$ cat config.mk
export PLATFORM = sky130hd
export DESIGN_NAME = urxdma_channel
export DESIGN_NICKNAME = d
export VERILOG_FILES = /design/src/verilog/urxdma_pkg.sv /design/src/verilog/urxdma_fifo.sv /design/src/verilog/urxdma_channel.sv
export VERILOG_INCLUDE_DIRS = /design/src /design/src/verilog
export SDC_FILE = /design/constraint.sdc
export NUM_CORES = 1
export LEC_CHECK = 0
export ABC_AREA = 1
export BUFFER_PORTS_ARGS = -buffer_cell sky130_fd_sc_hd__buf_4
export CELL_PAD_IN_SITES_DETAIL_PLACEMENT = 2
export CELL_PAD_IN_SITES_GLOBAL_PLACEMENT = 2
export CORE_AREA = 3 3 198 142
export CTS_BUF_LIST = sky130_fd_sc_hd__clkbuf_4 sky130_fd_sc_hd__clkbuf_8 sky130_fd_sc_hd__clkbuf_16
export CTS_CLUSTER_DIAMETER = 80
export DETAILED_ROUTE_END_ITERATION = 6
export DIE_AREA = 0 0 201 145
export PLACE_DENSITY_LB_ADDON = 0.2
export SYNTH_ARGS = -nofsm -noshare
export SYNTH_HDL_FRONTEND = slang
export SYNTH_SLANG_ARGS = --single-unit
$ cat constraint.sdc
create_clock -name clk_sys -period 2 [get_ports clk_sys]
set_clock_uncertainty 0.05 [all_clocks]
set_input_delay 0.3 -clock clk_sys [delete_from_list [all_inputs] [get_ports clk_sys]]
set_output_delay 0.3 -clock clk_sys [all_outputs]
set_load 0.05 [all_outputs]
$ cat src/verilog/urxdma_params.svh
// Offsets, field positions and reset values of the receive DMA channel.
// Assumes inclusion by bare name from the channel and its package users.
`ifndef URXDMA_PARAMS_SVH
`define URXDMA_PARAMS_SVH
// Register offsets in the mapped register space
`define URX_OFF_CTRL    4'h0
`define URX_OFF_SEG     4'h1
`define URX_OFF_BASE    4'h2
`define URX_OFF_BOUND   4'h3
`define URX_OFF_PTR     4'h4
`define URX_OFF_COUNT   4'h5
`define URX_OFF_FSTAT   4'h6
`define URX_OFF_FDATA   4'h7
`define URX_OFF_TOUT    4'h8
`define URX_OFF_GFLAGS  4'h9
// Control register fields
`define URX_CTRL_RUN    0
`define URX_CTRL_MODE_L 1
`define URX_CTRL_CIRC   3
`define URX_CTRL_IE     4
// FIFO status fields
`define URX_FST_EMPTY   0
`define URX_FST_FULL    1
`define URX_FST_ORDER   7
// Reset values
`define URX_RST_BYTE    8'h00
`define URX_RST_WORD    16'h0000
// Data FIFO depth in bytes
`define URX_FIFO_DEPTH  4
// Timeout tick prescale in clk_sys cycles
`define URX_TICK_DIV    16
`endif

$ cat src/verilog/urxdma_pkg.sv
// Types shared by the receive DMA channel.
// Assumes nothing beyond a SystemVerilog compiler.
package urxdma_pkg;
  // Receive interrupt modes held in the control register
  typedef enum logic [1:0] {
    URXDMA_NOIRQ    = 2'h0,
    URXDMA_PERIODIC = 2'h1,
    URXDMA_TIMEOUT  = 2'h2
  } urxdma_mode_t;
  // Channel activity
  typedef enum logic {URXDMA_IDLE, URXDMA_RUN} urxdma_state_t;
endpackage

$ cat src/verilog/urxdma_fifo.sv
// Small valid/ready byte FIFO between the UART and the memory writer.
// Assumes both sides on clk_sys with synchronous active-high reset.
module urxdma_fifo #(
  parameter int WIDTH = 8,
  parameter int DEPTH = 32
) (
  input  wire logic             clk_sys,
  input  wire logic             rst,
  input  wire logic             inValid,
  output logic                  inReady,
  input  wire logic [WIDTH-1:0] inData,
  output logic                  outValid,
  input  wire logic             outReady,
  output logic      [WIDTH-1:0] outData,
  output logic [$clog2(DEPTH):0] level
);
  localparam int AW = $clog2(DEPTH);
  logic [WIDTH-1:0] mem [DEPTH];
  logic [AW-1:0]    wrPtr;
  logic [AW-1:0]    rdPtr;
  logic             push;
  logic             pop;

  // Honest handshakes from the fill level
  assign inReady  = level != (AW+1)'(DEPTH);
  assign outValid = level != '0;
  assign push     = inValid && inReady;
  assign pop      = outValid && outReady;
  assign outData  = mem[rdPtr];

  // Storage write
  always_ff @(posedge clk_sys) begin
    if (push) mem[wrPtr] <= inData;
  end

  // Pointers and level
  always_ff @(posedge clk_sys) begin
    if (rst) begin
      wrPtr <= '0;
      rdPtr <= '0;
      level <= '0;
    end else begin
      if (push) wrPtr <= (wrPtr == AW'(DEPTH - 1)) ? '0 : wrPtr + 1'b1;
      if (pop) rdPtr <= (rdPtr == AW'(DEPTH - 1)) ? '0 : rdPtr + 1'b1;
      level <= level + (AW+1)'(push) - (AW+1)'(pop);
    end
  end

  fifo_bound_a: assert property (@(posedge clk_sys) disable iff (rst)
    level <= (AW+1)'(DEPTH)) else $error("fifo level over depth");
endmodule // urxdma_fifo

$ cat src/verilog/urxdma_channel.sv
// One receive DMA channel serving a single UART receiver.
// Assumes UART and memory port on clk_sys, registers on a simple
// mapped register port with one-cycle write and combinational read.
`include "urxdma_params.svh"
module urxdma_channel #(
  parameter int          CHAN    = 0,
  parameter int          TICKDIV = `URX_TICK_DIV,
  parameter int          FDEPTH  = `URX_FIFO_DEPTH
) (
  input  wire logic        clk_sys,
  input  wire logic        rst,
  // Mapped register port
  input  wire logic [3:0]  regAddr,
  input  wire logic        regWrite,
  input  wire logic [15:0] regWdata,
  output logic      [15:0] regRdata,
  // Dedicated UART receiver stream
  input  wire logic        rxValid,
  output logic             rxReady,
  input  wire logic [7:0]  rxData,
  // External memory write port
  output logic             memReq,
  output logic      [23:0] memAddr,
  output logic      [7:0]  memData,
  input  wire logic        memAck,
  // Maskable interrupt request to the controller
  output logic             dmaIrq
);
  localparam int LW = $clog2(FDEPTH) + 1;
  localparam int TW = $clog2(TICKDIV + 1);

  // Register state
  logic [7:0]  ctrl;
  logic [7:0]  segment;
  logic [7:0]  baseHigh;
  logic [7:0]  boundHigh;
  logic [15:0] pointer;
  logic [15:0] byteCount;
  logic [7:0]  toutReload;
  logic [15:0] gflags;
  // Internal counters
  logic [15:0] byteCounter;
  logic [7:0]  toutCount;
  logic        toutArmed;
  logic [TW-1:0] tickCount;
  urxdma_pkg::urxdma_state_t state;

  // Pointer step with circular wrap at the bound
  function automatic logic [15:0] stepPtr(input logic [15:0] p,
                                          input logic        circ,
                                          input logic [7:0]  bnd,
                                          input logic [7:0]  bas);
    logic [15:0] n;
    n = p + 16'h0001;
    if (circ && n == {bnd, 8'h00}) n = {bas, 8'h00};
    return n;
  endfunction

  // Decoded control fields
  wire                         runBit  = ctrl[`URX_CTRL_RUN];
  wire                         circBit = ctrl[`URX_CTRL_CIRC];
  wire                         ieBit   = ctrl[`URX_CTRL_IE];
  wire urxdma_pkg::urxdma_mode_t mode  =
    urxdma_pkg::urxdma_mode_t'(ctrl[`URX_CTRL_MODE_L +: 2]);
  wire isPeriodic = mode == urxdma_pkg::URXDMA_PERIODIC;
  wire isTimeout  = mode == urxdma_pkg::URXDMA_TIMEOUT;

  // Register write strobes
  wire wCtrl  = regWrite && regAddr == `URX_OFF_CTRL;
  wire wSeg   = regWrite && regAddr == `URX_OFF_SEG;
  wire wBase  = regWrite && regAddr == `URX_OFF_BASE;
  wire wBound = regWrite && regAddr == `URX_OFF_BOUND;
  wire wPtr   = regWrite && regAddr == `URX_OFF_PTR;
  wire wCount = regWrite && regAddr == `URX_OFF_COUNT;
  wire wTout  = regWrite && regAddr == `URX_OFF_TOUT;
  wire wFlags = regWrite && regAddr == `URX_OFF_GFLAGS;

  // FIFO in the data path
  logic          fOutValid;
  logic [7:0]    fOutData;
  logic [LW-1:0] fLevel;
  logic          fifoInReady;
  wire           rxTake = rxValid && rxReady;
  wire           memDone = memReq && memAck;

  urxdma_fifo #(
    .WIDTH (8),
    .DEPTH (FDEPTH)
  ) u_fifo (
    .clk_sys  (clk_sys),
    .rst      (rst),
    .inValid  (rxValid && state == urxdma_pkg::URXDMA_RUN),
    .inReady  (fifoInReady),
    .inData   (rxData),
    .outValid (fOutValid),
    .outReady (memAck && state == urxdma_pkg::URXDMA_RUN),
    .outData  (fOutData),
    .level    (fLevel)
  );

  // Memory side handshake and address
  assign rxReady = fifoInReady && state == urxdma_pkg::URXDMA_RUN;
  assign memReq  = fOutValid && state == urxdma_pkg::URXDMA_RUN;
  assign memAddr = {segment, pointer};
  assign memData = fOutData;

  // Event decode
  wire periodicHit = memDone && isPeriodic && byteCounter <= 16'h0001;
  wire tickNow     = tickCount == TW'(TICKDIV - 1);
  wire toutZero    = toutArmed && tickNow && toutCount == 8'h01 &&
                     !rxTake;
  wire toutExpire  = isTimeout && toutZero;
  wire [3:0] flagIdx = 4'(2 * CHAN);

  // Interrupt: own two flags gated by enable, not by the mode
  assign dmaIrq = ieBit && (gflags[flagIdx] || gflags[flagIdx + 4'h1]);

  // Read mux
  wire fEmpty = fLevel == '0;
  wire fFull  = fLevel == LW'(FDEPTH);
  always_comb begin
    regRdata = 16'h0000;
    case (regAddr)
      `URX_OFF_CTRL:   regRdata = {8'h00, ctrl};
      `URX_OFF_SEG:    regRdata = {8'h00, segment};
      `URX_OFF_BASE:   regRdata = {8'h00, baseHigh};
      `URX_OFF_BOUND:  regRdata = {8'h00, boundHigh};
      `URX_OFF_PTR:    regRdata = pointer;
      `URX_OFF_COUNT:  regRdata = byteCount;
      `URX_OFF_FSTAT:  regRdata = {8'h00, 1'b0, 4'(fLevel), 1'b0,
                                   fFull, fEmpty};
      `URX_OFF_FDATA:  regRdata = {8'h00, fOutData};
      `URX_OFF_TOUT:   regRdata = {8'h00, toutReload};
      `URX_OFF_GFLAGS: regRdata = gflags;
      default:         regRdata = 16'h0000;
    endcase
  end

  // Control and plain registers
  always_ff @(posedge clk_sys) begin
    if (rst) begin
      ctrl       <= `URX_RST_BYTE;
      segment    <= `URX_RST_BYTE;
      baseHigh   <= `URX_RST_BYTE;
      boundHigh  <= `URX_RST_BYTE;
      byteCount  <= `URX_RST_WORD;
      toutReload <= `URX_RST_BYTE;
    end else begin
      if (wCtrl)  ctrl <= regWdata[7:0];
      if (wSeg)   segment <= regWdata[7:0];
      if (wBase)  baseHigh <= regWdata[7:0];
      if (wBound) boundHigh <= regWdata[7:0];
      if (wCount) byteCount <= regWdata;
      if (wTout)  toutReload <= regWdata[7:0];
    end
  end

  // Run state follows run bit only
  always_ff @(posedge clk_sys) begin
    if (rst) state <= urxdma_pkg::URXDMA_IDLE;
    else begin
      case (state)
        urxdma_pkg::URXDMA_IDLE:
          if (runBit) state <= urxdma_pkg::URXDMA_RUN;
        urxdma_pkg::URXDMA_RUN:
          if (!runBit) state <= urxdma_pkg::URXDMA_IDLE;
        default: state <= urxdma_pkg::URXDMA_IDLE;
      endcase
    end
  end

  // Address pointer advances per stored byte
  always_ff @(posedge clk_sys) begin
    if (rst) pointer <= `URX_RST_WORD;
    else if (memDone)
      pointer <= stepPtr(pointer, circBit, boundHigh, baseHigh);
    else if (wPtr) pointer <= regWdata;
  end

  // Byte counter spaces periodic interrupts
  always_ff @(posedge clk_sys) begin
    if (rst) byteCounter <= `URX_RST_WORD;
    else if (wCount) byteCounter <= regWdata;
    else if (periodicHit) byteCounter <= byteCount;
    else if (memDone && isPeriodic) byteCounter <= byteCounter - 16'h0001;
  end

  // Timeout prescaler and countdown
  always_ff @(posedge clk_sys) begin
    if (rst) begin
      tickCount <= '0;
      toutCount <= `URX_RST_BYTE;
      toutArmed <= 1'b0;
    end else begin
      tickCount <= tickNow ? '0 : tickCount + 1'b1;
      if (rxTake) begin
        toutCount <= toutReload;
        toutArmed <= toutReload != 8'h00;
        tickCount <= '0;
      end else if (toutZero) begin
        toutCount <= 8'h00;
        toutArmed <= 1'b0;
      end else if (toutArmed && tickNow)
        toutCount <= toutCount - 8'h01;
    end
  end

  // Global flags: hardware set wins over software write
  always_ff @(posedge clk_sys) begin
    if (rst) gflags <= `URX_RST_WORD;
    else begin
      if (wFlags) gflags <= regWdata;
      if (periodicHit) gflags[flagIdx] <= 1'b1;
      if (toutExpire) gflags[flagIdx + 4'h1] <= 1'b1;
    end
  end

  // Checks
  addr_form_a: assert property (@(posedge clk_sys) disable iff (rst)
    memAddr[23:16] == segment && memAddr[15:0] == pointer)
    else $error("memory address not segment over pointer");
  ptr_step_a: assert property (@(posedge clk_sys) disable iff (rst)
    memDone |=> pointer == stepPtr($past(pointer), $past(circBit),
      $past(boundHigh), $past(baseHigh)))
    else $error("pointer did not step");
  ptr_wrap_a: assert property (@(posedge clk_sys) disable iff (rst)
    memDone && circBit && pointer + 16'h1 == {boundHigh, 8'h00}
    |=> pointer == {$past(baseHigh), 8'h00})
    else $error("pointer did not wrap to base");
  per_reload_a: assert property (@(posedge clk_sys) disable iff (rst)
    periodicHit && !wCount |=> byteCounter == $past(byteCount) &&
    gflags[flagIdx])
    else $error("counter not reloaded with flag");
  noirq_mode_a: assert property (@(posedge clk_sys) disable iff (rst)
    mode == urxdma_pkg::URXDMA_NOIRQ && !wFlags
    |=> $stable(gflags))
    else $error("flag set in no-interrupt mode");
  tout_load_a: assert property (@(posedge clk_sys) disable iff (rst)
    rxTake && !wTout |=> toutCount == $past(toutReload))
    else $error("countdown not reloaded on character");
  tout_flag_a: assert property (@(posedge clk_sys) disable iff (rst)
    toutExpire |=> gflags[flagIdx + 4'h1] && !toutArmed)
    else $error("timeout expiry not flagged");
  run_hold_a: assert property (@(posedge clk_sys) disable iff (rst)
    state == urxdma_pkg::URXDMA_RUN && runBit
    |=> state == urxdma_pkg::URXDMA_RUN)
    else $error("channel stopped without command");
  irq_gate_a: assert property (@(posedge clk_sys) disable iff (rst)
    !ieBit |-> !dmaIrq)
    else $error("interrupt while disabled");
  stat_full_a: assert property (@(posedge clk_sys) disable iff (rst)
    fFull |-> !rxReady && !fEmpty)
    else $error("full FIFO still ready");

  // Idle channel neither takes nor stores bytes
  idle_gate_a: assert property (@(posedge clk_sys) disable iff (rst)
    state != urxdma_pkg::URXDMA_RUN |-> !rxReady && !memReq)
    else $error("idle channel moved data");
  // In periodic mode the byte counter steps once per stored byte
  cnt_step_a: assert property (@(posedge clk_sys) disable iff (rst)
    memDone && isPeriodic && !periodicHit && !wCount
    |=> byteCounter == $past(byteCounter) - 16'h0001)
    else $error("byte counter did not step");
  // Periodic flag rises only on the counted byte
  per_only_a: assert property (@(posedge clk_sys) disable iff (rst)
    !gflags[flagIdx] && !periodicHit && !wFlags
    |=> !gflags[flagIdx])
    else $error("periodic flag without count");
  // Pointer holds between transfers and writes
  ptr_hold_a: assert property (@(posedge clk_sys) disable iff (rst)
    !memDone && !wPtr |=> $stable(pointer))
    else $error("pointer moved without transfer");
  // Countdown steps once per prescaled tick
  tout_tick_a: assert property (@(posedge clk_sys) disable iff (rst)
    toutArmed && tickNow && !rxTake && !toutZero
    |=> toutCount == $past(toutCount) - 8'h01)
    else $error("countdown did not step");
  // Zero reload leaves the countdown off
  tout_disarm_a: assert property (@(posedge clk_sys) disable iff (rst)
    rxTake && toutReload == 8'h00 && !wTout |=> !toutArmed)
    else $error("zero reload armed the countdown");
  // Software clear sticks unless hardware sets again
  flag_clear_a: assert property (@(posedge clk_sys) disable iff (rst)
    wFlags && !regWdata[flagIdx] && !periodicHit
    |=> !gflags[flagIdx])
    else $error("periodic flag not cleared");
  // Enabled timeout flag reaches the request line
  irq_level_a: assert property (@(posedge clk_sys) disable iff (rst)
    ieBit && gflags[flagIdx + 4'h1] |-> dmaIrq)
    else $error("enabled flag not requested");
  // Taken byte is offered to memory next cycle
  rx_store_a: assert property (@(posedge clk_sys) disable iff (rst)
    rxTake && runBit |=> memReq)
    else $error("taken byte not offered");

  per_irq_c: cover property (@(posedge clk_sys) periodicHit);
  tout_irq_c: cover property (@(posedge clk_sys) toutExpire);
  wrap_c: cover property (@(posedge clk_sys)
    memDone && circBit && pointer + 16'h1 == {boundHigh, 8'h00});
  full_c: cover property (@(posedge clk_sys) fFull);
  store_c: cover property (@(posedge clk_sys)
    memDone && mode == urxdma_pkg::URXDMA_NOIRQ);
endmodule // urxdma_channel

==> impl_metrics.ini, run 1 <==
[status]
status = finished, violations left
violations = setup timing

[timing]
max_freq_mhz = 385
setup_ws_ns = -0.598
maxSlewHeadroom_pct = 55.9
rsz0062_at_grt = yes
setup_viol = 46
fin_tns_setup_ns = -10.71
fin_crit_ns = 2.60
period_share_pct = 130
hold_viol = 0
maxSlewViolCount = 0
worstMarginPinSlew_ns = 0.662

[placement]
hpwl_mm = 27.5
port_buffers = 83
gp_congestion = 0.879

[logic_synthesis]
yosysMostFrequentCell = nand2_1
synth_edf_count = 32
yosysTopAreaCell = dfxtp_1
synthFlopType = dfxtp_1
avgSynthCellArea_um2 = 7.70
ys_types = 43
synth_seq_cells = 160
syn_nets = 1108
ys_warn_count = 0
synth-seq-area-share_pct = 43.2
synth_top_area_share_pct = 31.4
synth_commonest_cells = 159 x nand2_1, 139 x inv_1, 128 x dfxtp_1, 114 x o21ai_0, 98 x a21oi_1
synthCells = 1059
async_flop_share_pct = 0
synthTopCellsByArea = dfxtp_1 31%, edfxtp_1 12%, nand2_1 7.3%, o21ai_0 7.0%, inv_1 6.4%
synth_area_um2 = 8150

[clocking]
cts_buffers = 17
clk_latency_ns = 0.45
cts_tree = done
htreeDepth = 4
clockBufferDepth = 2
cts_root_buf = clkbuf_16
clock-sinks = 160
clk_pin_slew_worst_paths_ns = 0.07

[die]
core_area_um2 = 26500
die_y_um = 145
die_area_um2 = 29100
start_util_pct = 30.8
num_rows = 50
die_w_um = 201
num_io_pins = 84

[global_route]
grt_max_degree = 48
grt_pass1_vias = 9926
met2_usage_pct = 44.4
top_usage_layer = met2
antenna_found_initial = 0
overflow = 0
grt_pass1_wl_mm = 61.3
grt_use_met3_pct = 4.80
track_usage_pct = 27.2
use_met1_pct = 37.5

[setup_path]
cp-start-kind = flip-flop
rr_startpoint = u_fifo.level[1]
reg2reg_to = toutCount[4]
reg2reg_slack_ns = -0.31
critPathCaptureType = output pin
worst_ep_arrival_time_ns = 2.25
worstRegToRegCells = 13
path_class = flip-flop to output pin
cp_max_fo = 6
critPathRequiredTime_ns = 1.65

[pwr]
p_sw_mw = 2.13
power_frac_comb_pct = 10.9
pwr_density_cell_nw_per_um2 = 640
clock_power_share_pct = 46.6
ir_drop_mv = 0.610
intPower_mw = 5.82
power.total_mw = 7.95
p_leak_nw = 4.86
p_seq_share_pct = 42.5
swShare_pct = 26.7

[detailed_routing]
ant_nets = 0
vias = 9441
routed_wirelength_mm = 44.5
drt_iter0_markers = 718
drtPass1Iterations = 5
remaining_drc_errors = 0
post_drt_via_cell_ratio = 5.62
wl_per_cell_um = 26.5

[finish]
num_antenna_cells = 0
area_growth_pct = 52.2
nets = 1353
fill_cells = 2896
layout-drive-gt1-share_pct = 39.3
multi_input_area_um2 = 4920
register_area_um2 = 3560

[hold_path]
holdPathEnd = u_fifo.mem[3][5]
holdPathStages = 1
holdCritPathClass = input port to flip-flop
holdCritStartpoint = rxData[5]

[flow_run]
max-cap-violations = 0
==> power by group through the flow <==
stage | combinational (mW) | clock, mW | sequential, mW
finish | 0.870 | 3.70 | 3.38
global route | 0.926 | 3.86 | 3.38
detailed placement | 0.732 | 0 | 3.44
global placement | 0.704 | 0 | 3.44
CTS | 0.787 | 3.65 | 3.38
floorplan | 0.340 | 0 | 3.47
==> worst max-delay path, stage by stage (launching register included) <==
cell,delay (ns)
dfxtp_4,0.37
clkinvlp_4,0.19
o21ai_0,0.29
buf_4,0.17
o22ai_4,0.09
a221oi_4,0.28
o2111ai_4,0.18
buf_6,0.20
==> state kept, by name (all words and copies together) (netlist names), named ones only <==
name,cells
u_fifo.mem,32
ctrl,8
u_fifo.level,3
toutReload,8
u_fifo.rdPtr,2
boundHigh,8
state,1
toutCount,8
tickCount,5
toutArmed,1
u_fifo.wrPtr,2
pointer,16
segment,8
gflags,16
baseHigh,8
byteCount,16
byteCounter,16
==> cells in the final DEF, fill, tap and decap left out, types with 6 or more instances in the layout <==
| master | synthesis | routed |
|---|---|---|
| inv_2 | 5 | 21 |
| nand2_1 | 159 | 129 |
| ha_4 | 0 | 6 |
| a31oi_1 | 8 | 8 |
| buf_12 | 0 | 8 |
| buf_6 | 0 | 30 |
| edfxtp_1 | 32 | 32 |
| a21oi_1 | 98 | 85 |
| a221oi_1 | 18 | 13 |
| o221ai_1 | 12 | 11 |
| nor2_4 | 7 | 23 |
| nand4_1 | 15 | 15 |
| o21ai_2 | 0 | 7 |
| o21ai_1 | 4 | 6 |
| o21ai_4 | 0 | 7 |
| o21ai_0 | 114 | 98 |
| nand3_1 | 65 | 43 |
| buf_4 | 2 | 217 |
| buf_8 | 0 | 8 |
| o22ai_1 | 27 | 18 |
| dfxtp_4 | 0 | 7 |
| nand3_4 | 1 | 8 |
| nor2_2 | 5 | 15 |
| xor2_1 | 14 | 14 |
| dfxtp_2 | 0 | 11 |
| a21oi_2 | 8 | 20 |
| dfxtp_1 | 128 | 110 |
| nor2_1 | 86 | 60 |
| ha_1 | 15 | 9 |
| nand2_2 | 6 | 28 |
| o22ai_4 | 0 | 7 |
| inv_1 | 139 | 119 |
| nand3_2 | 7 | 23 |
| clkbuf_16 | 0 | 18 |
| nand2_4 | 0 | 8 |
==> cells by family (layout without fill, tap and decap cells) <==
family / Yosys count / count (layout) / share of synthesized area [%]
DFF: 160 / 160 / 43.2
and+or+nand+nor: 364 / 365 / 20.6
AOI/OAI and AO/OA: 314 / 314 / 22.5
buffers and inverters: 184 / 441 / 8.63
xor gates and xnor gates: 20 / 20 / 2.32
adders and majority gates: 16 / 16 / 2.55
muxes: 1 / 1 / 0.123
==> area by class of cell <==
type | count | area share [%]
multi-input combinational | 716 | 39.7
clock buffer | 24 | 4.15
sequential | 160 | 28.7
tap | 364 | 3.67
inverter | 144 | 4.52
clock inverter | 8 | 1.02
timing repair inverter | 1 | 0.0706
timing repair buffer | 264 | 18.2
==> timing repair <==
action                                  4_1_cts  5_1_grt
resized for setup                           154       86
hold buffers                                  1        0
hold endpoints to repair                      4        0
pin swaps                                    57       51
endpoints found under the setup margin       47       64
setup buffers                                29       17
cloned                                        2        0
==> worst max path at each step <==
stage / slack, ns / startpoint / endpoint / depth (start not counted)
after floorplan: -0.26 / regAddr[2] / regRdata[10] / 7
after global placement: -0.20 / regAddr[2] / regRdata[6] / 10
after detailed placement: -0.24 / tickCount[1] / toutCount[2] / 15
after CTS: -0.49 / flip-flop / regRdata[0] / 8
after global routing: -0.65 / flip-flop / regRdata[3] / 7
final: -0.60 / flip-flop / regRdata[3] / 7
==> layer usage <==
metal  wire, um  up-vias
met2      21300      352
met4       1240        0
li1           -     4142
met3       2600       91
met1      19400     4856
met5          0        -
==> per-stage QoR <==
step                hold slack [ns]  util (%)  area [um^2]  cells  worst slack [ns]
global placement              0.388      39.6        10500   1603            -0.197
detailed placement            0.396      39.6        10500   1603            -0.238
CTS                         0.00620      45.2        12000   1665            -0.490
floorplan                     0.349         -         8490   1059            -0.256
global route              0.0000462      46.9        12400   1681            -0.647
finish                      0.00643      46.9        12400   1681            -0.598
(Power assumes the default switching activity.)
==> inputs of run 2 (changes only) <==
- PLACE_DENSITY: not set -> 0.72
- PLACE_DENSITY_LB_ADDON: 0.2 -> not set
- SETUP_SLACK_MARGIN: not set -> 0.3
==> run 2 against run 1 <==
Net effect: non-clock buffer count increased by 26; sequential power about the same; utilization increased by 5.2 points; the flow finishes with violations (hold timing, setup timing); cell count increased by 1.5%; clock power decreased by 8.9%; via count increased by 5.3%; highest routed layer unchanged; first-iteration DRC count increased by 6.4%; sequential share of layout area decreased by 2.5 points; hold slack got worse by 0.012 ns.
==> impl_metrics.ini, run 2 (synthesis results as in run 1) <==
[status]
status = finished, violations left
violations = hold timing, setup timing

[setup_path]
reg2reg_slack_ns = -0.38
critPathCaptureType = output pin
cp_cell_sequence = buf_8, nor2_1, inv_1, nor2_1, inv_2, o22ai_1, a221oi_2, buf_4, o2111ai_4, buf_6
crit_buf_inv = 5
critPathRequiredTime_ns = 1.65
crit_slowest_cell = nor2_1
path_class = input port to output pin
slowest_delay_ns = 0.29
rr_startpoint = pointer[0]
crit_top_cell = nor2_1
cp-start-kind = input port
reg2reg_to = pointer[10]
cp_top_family = buffers and inverters
cp_max_fo = 7
worstRegToRegCells = 13
worst_ep_arrival_time_ns = 2.12

[finish]
largest_register = u_fifo.mem
layout_common_cells = 185 x buf_4, 108 x inv_1, 106 x nand2_1
final_util_pct = 52.1
area_growth_pct = 69.0
layout-drive-gt1-share_pct = 49.9
fill_cells = 2716
num_antenna_cells = 0
register_area_um2 = 3610
largest_reg_flops = 32
nets = 1378
layout_commonest_cell = buf_4
multi_input_area_um2 = 5790
instances_no_fill = 1706

[timing]
maxSlewViolCount = 0
maxSlewHeadroom_pct = 54.5
hold_viol = 1
holdWs_ns = -0.00599
setup_viol = 49
fin_tns_setup_ns = -9.13
rsz0062_at_grt = yes
worstMarginPinSlew_ns = 0.682
period_share_pct = 123
setup_ws_ns = -0.468
max_freq_mhz = 405
fin_crit_ns = 2.47

[pwr]
ir_drop_mv = 0.682
power.total_mw = 7.83
pwr_density_cell_nw_per_um2 = 568
p_leak_nw = 5.30

[detailed_routing]
drt_iter0_markers = 764
ant_nets = 0
vias = 9941
remaining_drc_errors = 0
routed_wirelength_mm = 52.6
post_drt_via_cell_ratio = 5.83
drtPass1Iterations = 5
wl_per_cell_um = 30.9

[clocking]
clockBufferDepth = 2
clk_pin_slew_worst_paths_ns = 0.08
clock-sinks = 160
cts_root_buf = clkbuf_16
clk_latency_ns = 0.47
cts_buffers = 17
cts_tree = done
htreeDepth = 4

[placement]
gp_congestion = 0.825
numPlacedInstances = 1595
hpwl_mm = 27.0
port_buffers = 83

[global_route]
grt_pass1_wl_mm = 63.2
antenna_found_initial = 0
track_usage_pct = 28.1
grt_pass1_vias = 9956
overflow = 0
grt_max_degree = 58

[die]
die_area_um2 = 29100
die_w_um = 201
die_y_um = 145
num_io_pins = 84
core_area_um2 = 26500
start_util_pct = 30.8
num_rows = 50

[hold_path]
holdCritPathClass = input port to flip-flop
holdPathStages = 1
holdCritStartpoint = rxData[4]
holdPathEnd = u_fifo.mem[2][4]

[flow_run]
max-cap-violations = 0
run 2: how the worst max path moves through the flow:
| stage | start | to | slack (ns) | depth (start not counted) |
|---|---|---|---|---|
| 2_1_floorplan | u_fifo.level[2] | u_fifo.level[1] | -0.02 | 10 |
| 3_3_place_gp | regAddr[0] | regRdata[7] | -0.15 | 10 |
| 3_5_place_dp | regAddr[2] | regRdata[5] | -0.22 | 9 |
| 4_1_cts | flip-flop | regRdata[4] | -0.33 | 6 |
| 5_1_grt | pointer[3] | regRdata[3] | -0.50 | 8 |
| 6_report | regAddr[2] | regRdata[7] | -0.47 | 10 |
run 2: metal layers:
metal  up-vias  share of wire, %  wire [um]  global-route usage [%]
li1       4192                 -          -                       -
met1      5133                41      21600                    37.9
met2       474                49      26000                    46.5
met5         -                 0          0                       0
met3       142               5.9       3110                    5.02
met4         0               3.6       1900                    7.34
run 2: through the flow:
step                      setup WS, ns  instance area [um^2]
after floorplan                -0.0236                  9050
after global placement          -0.153                 10900
after detailed placement        -0.218                 10900
after CTS                       -0.328                 12700
after global routing            -0.502                 13800
final                           -0.468                 13800
run 2: timing repair:
action	in CTS	in global routing
setup endpoints to repair	103	115
resized for setup	237	172
hold endpoints to repair	20	0
pin swaps	83	94
hold buffers	5	0
setup buffers	32	39
cloned	2	1
run 2: report_power, final:
| group | internal [mW] | switching (mW) | leakage, nW |
|---|---|---|---|
| clock network | 1.76 | 1.61 | 0.270 |
| logic | 0.384 | 0.697 | 3.68 |
| registers | 3.31 | 0.0581 | 1.34 |
| total | 5.46 | 2.37 | 5.30 |
run 2: cell type report:
type / instances / share of cell area, %
repair buffers: 290 / 20.0
clock buffers: 21 / 3.31
flip-flops and latches: 160 / 26.2
multi-input cells: 716 / 42.0
well taps: 364 / 3.31
clock inverters: 11 / 0.681
inverters: 144 / 4.42
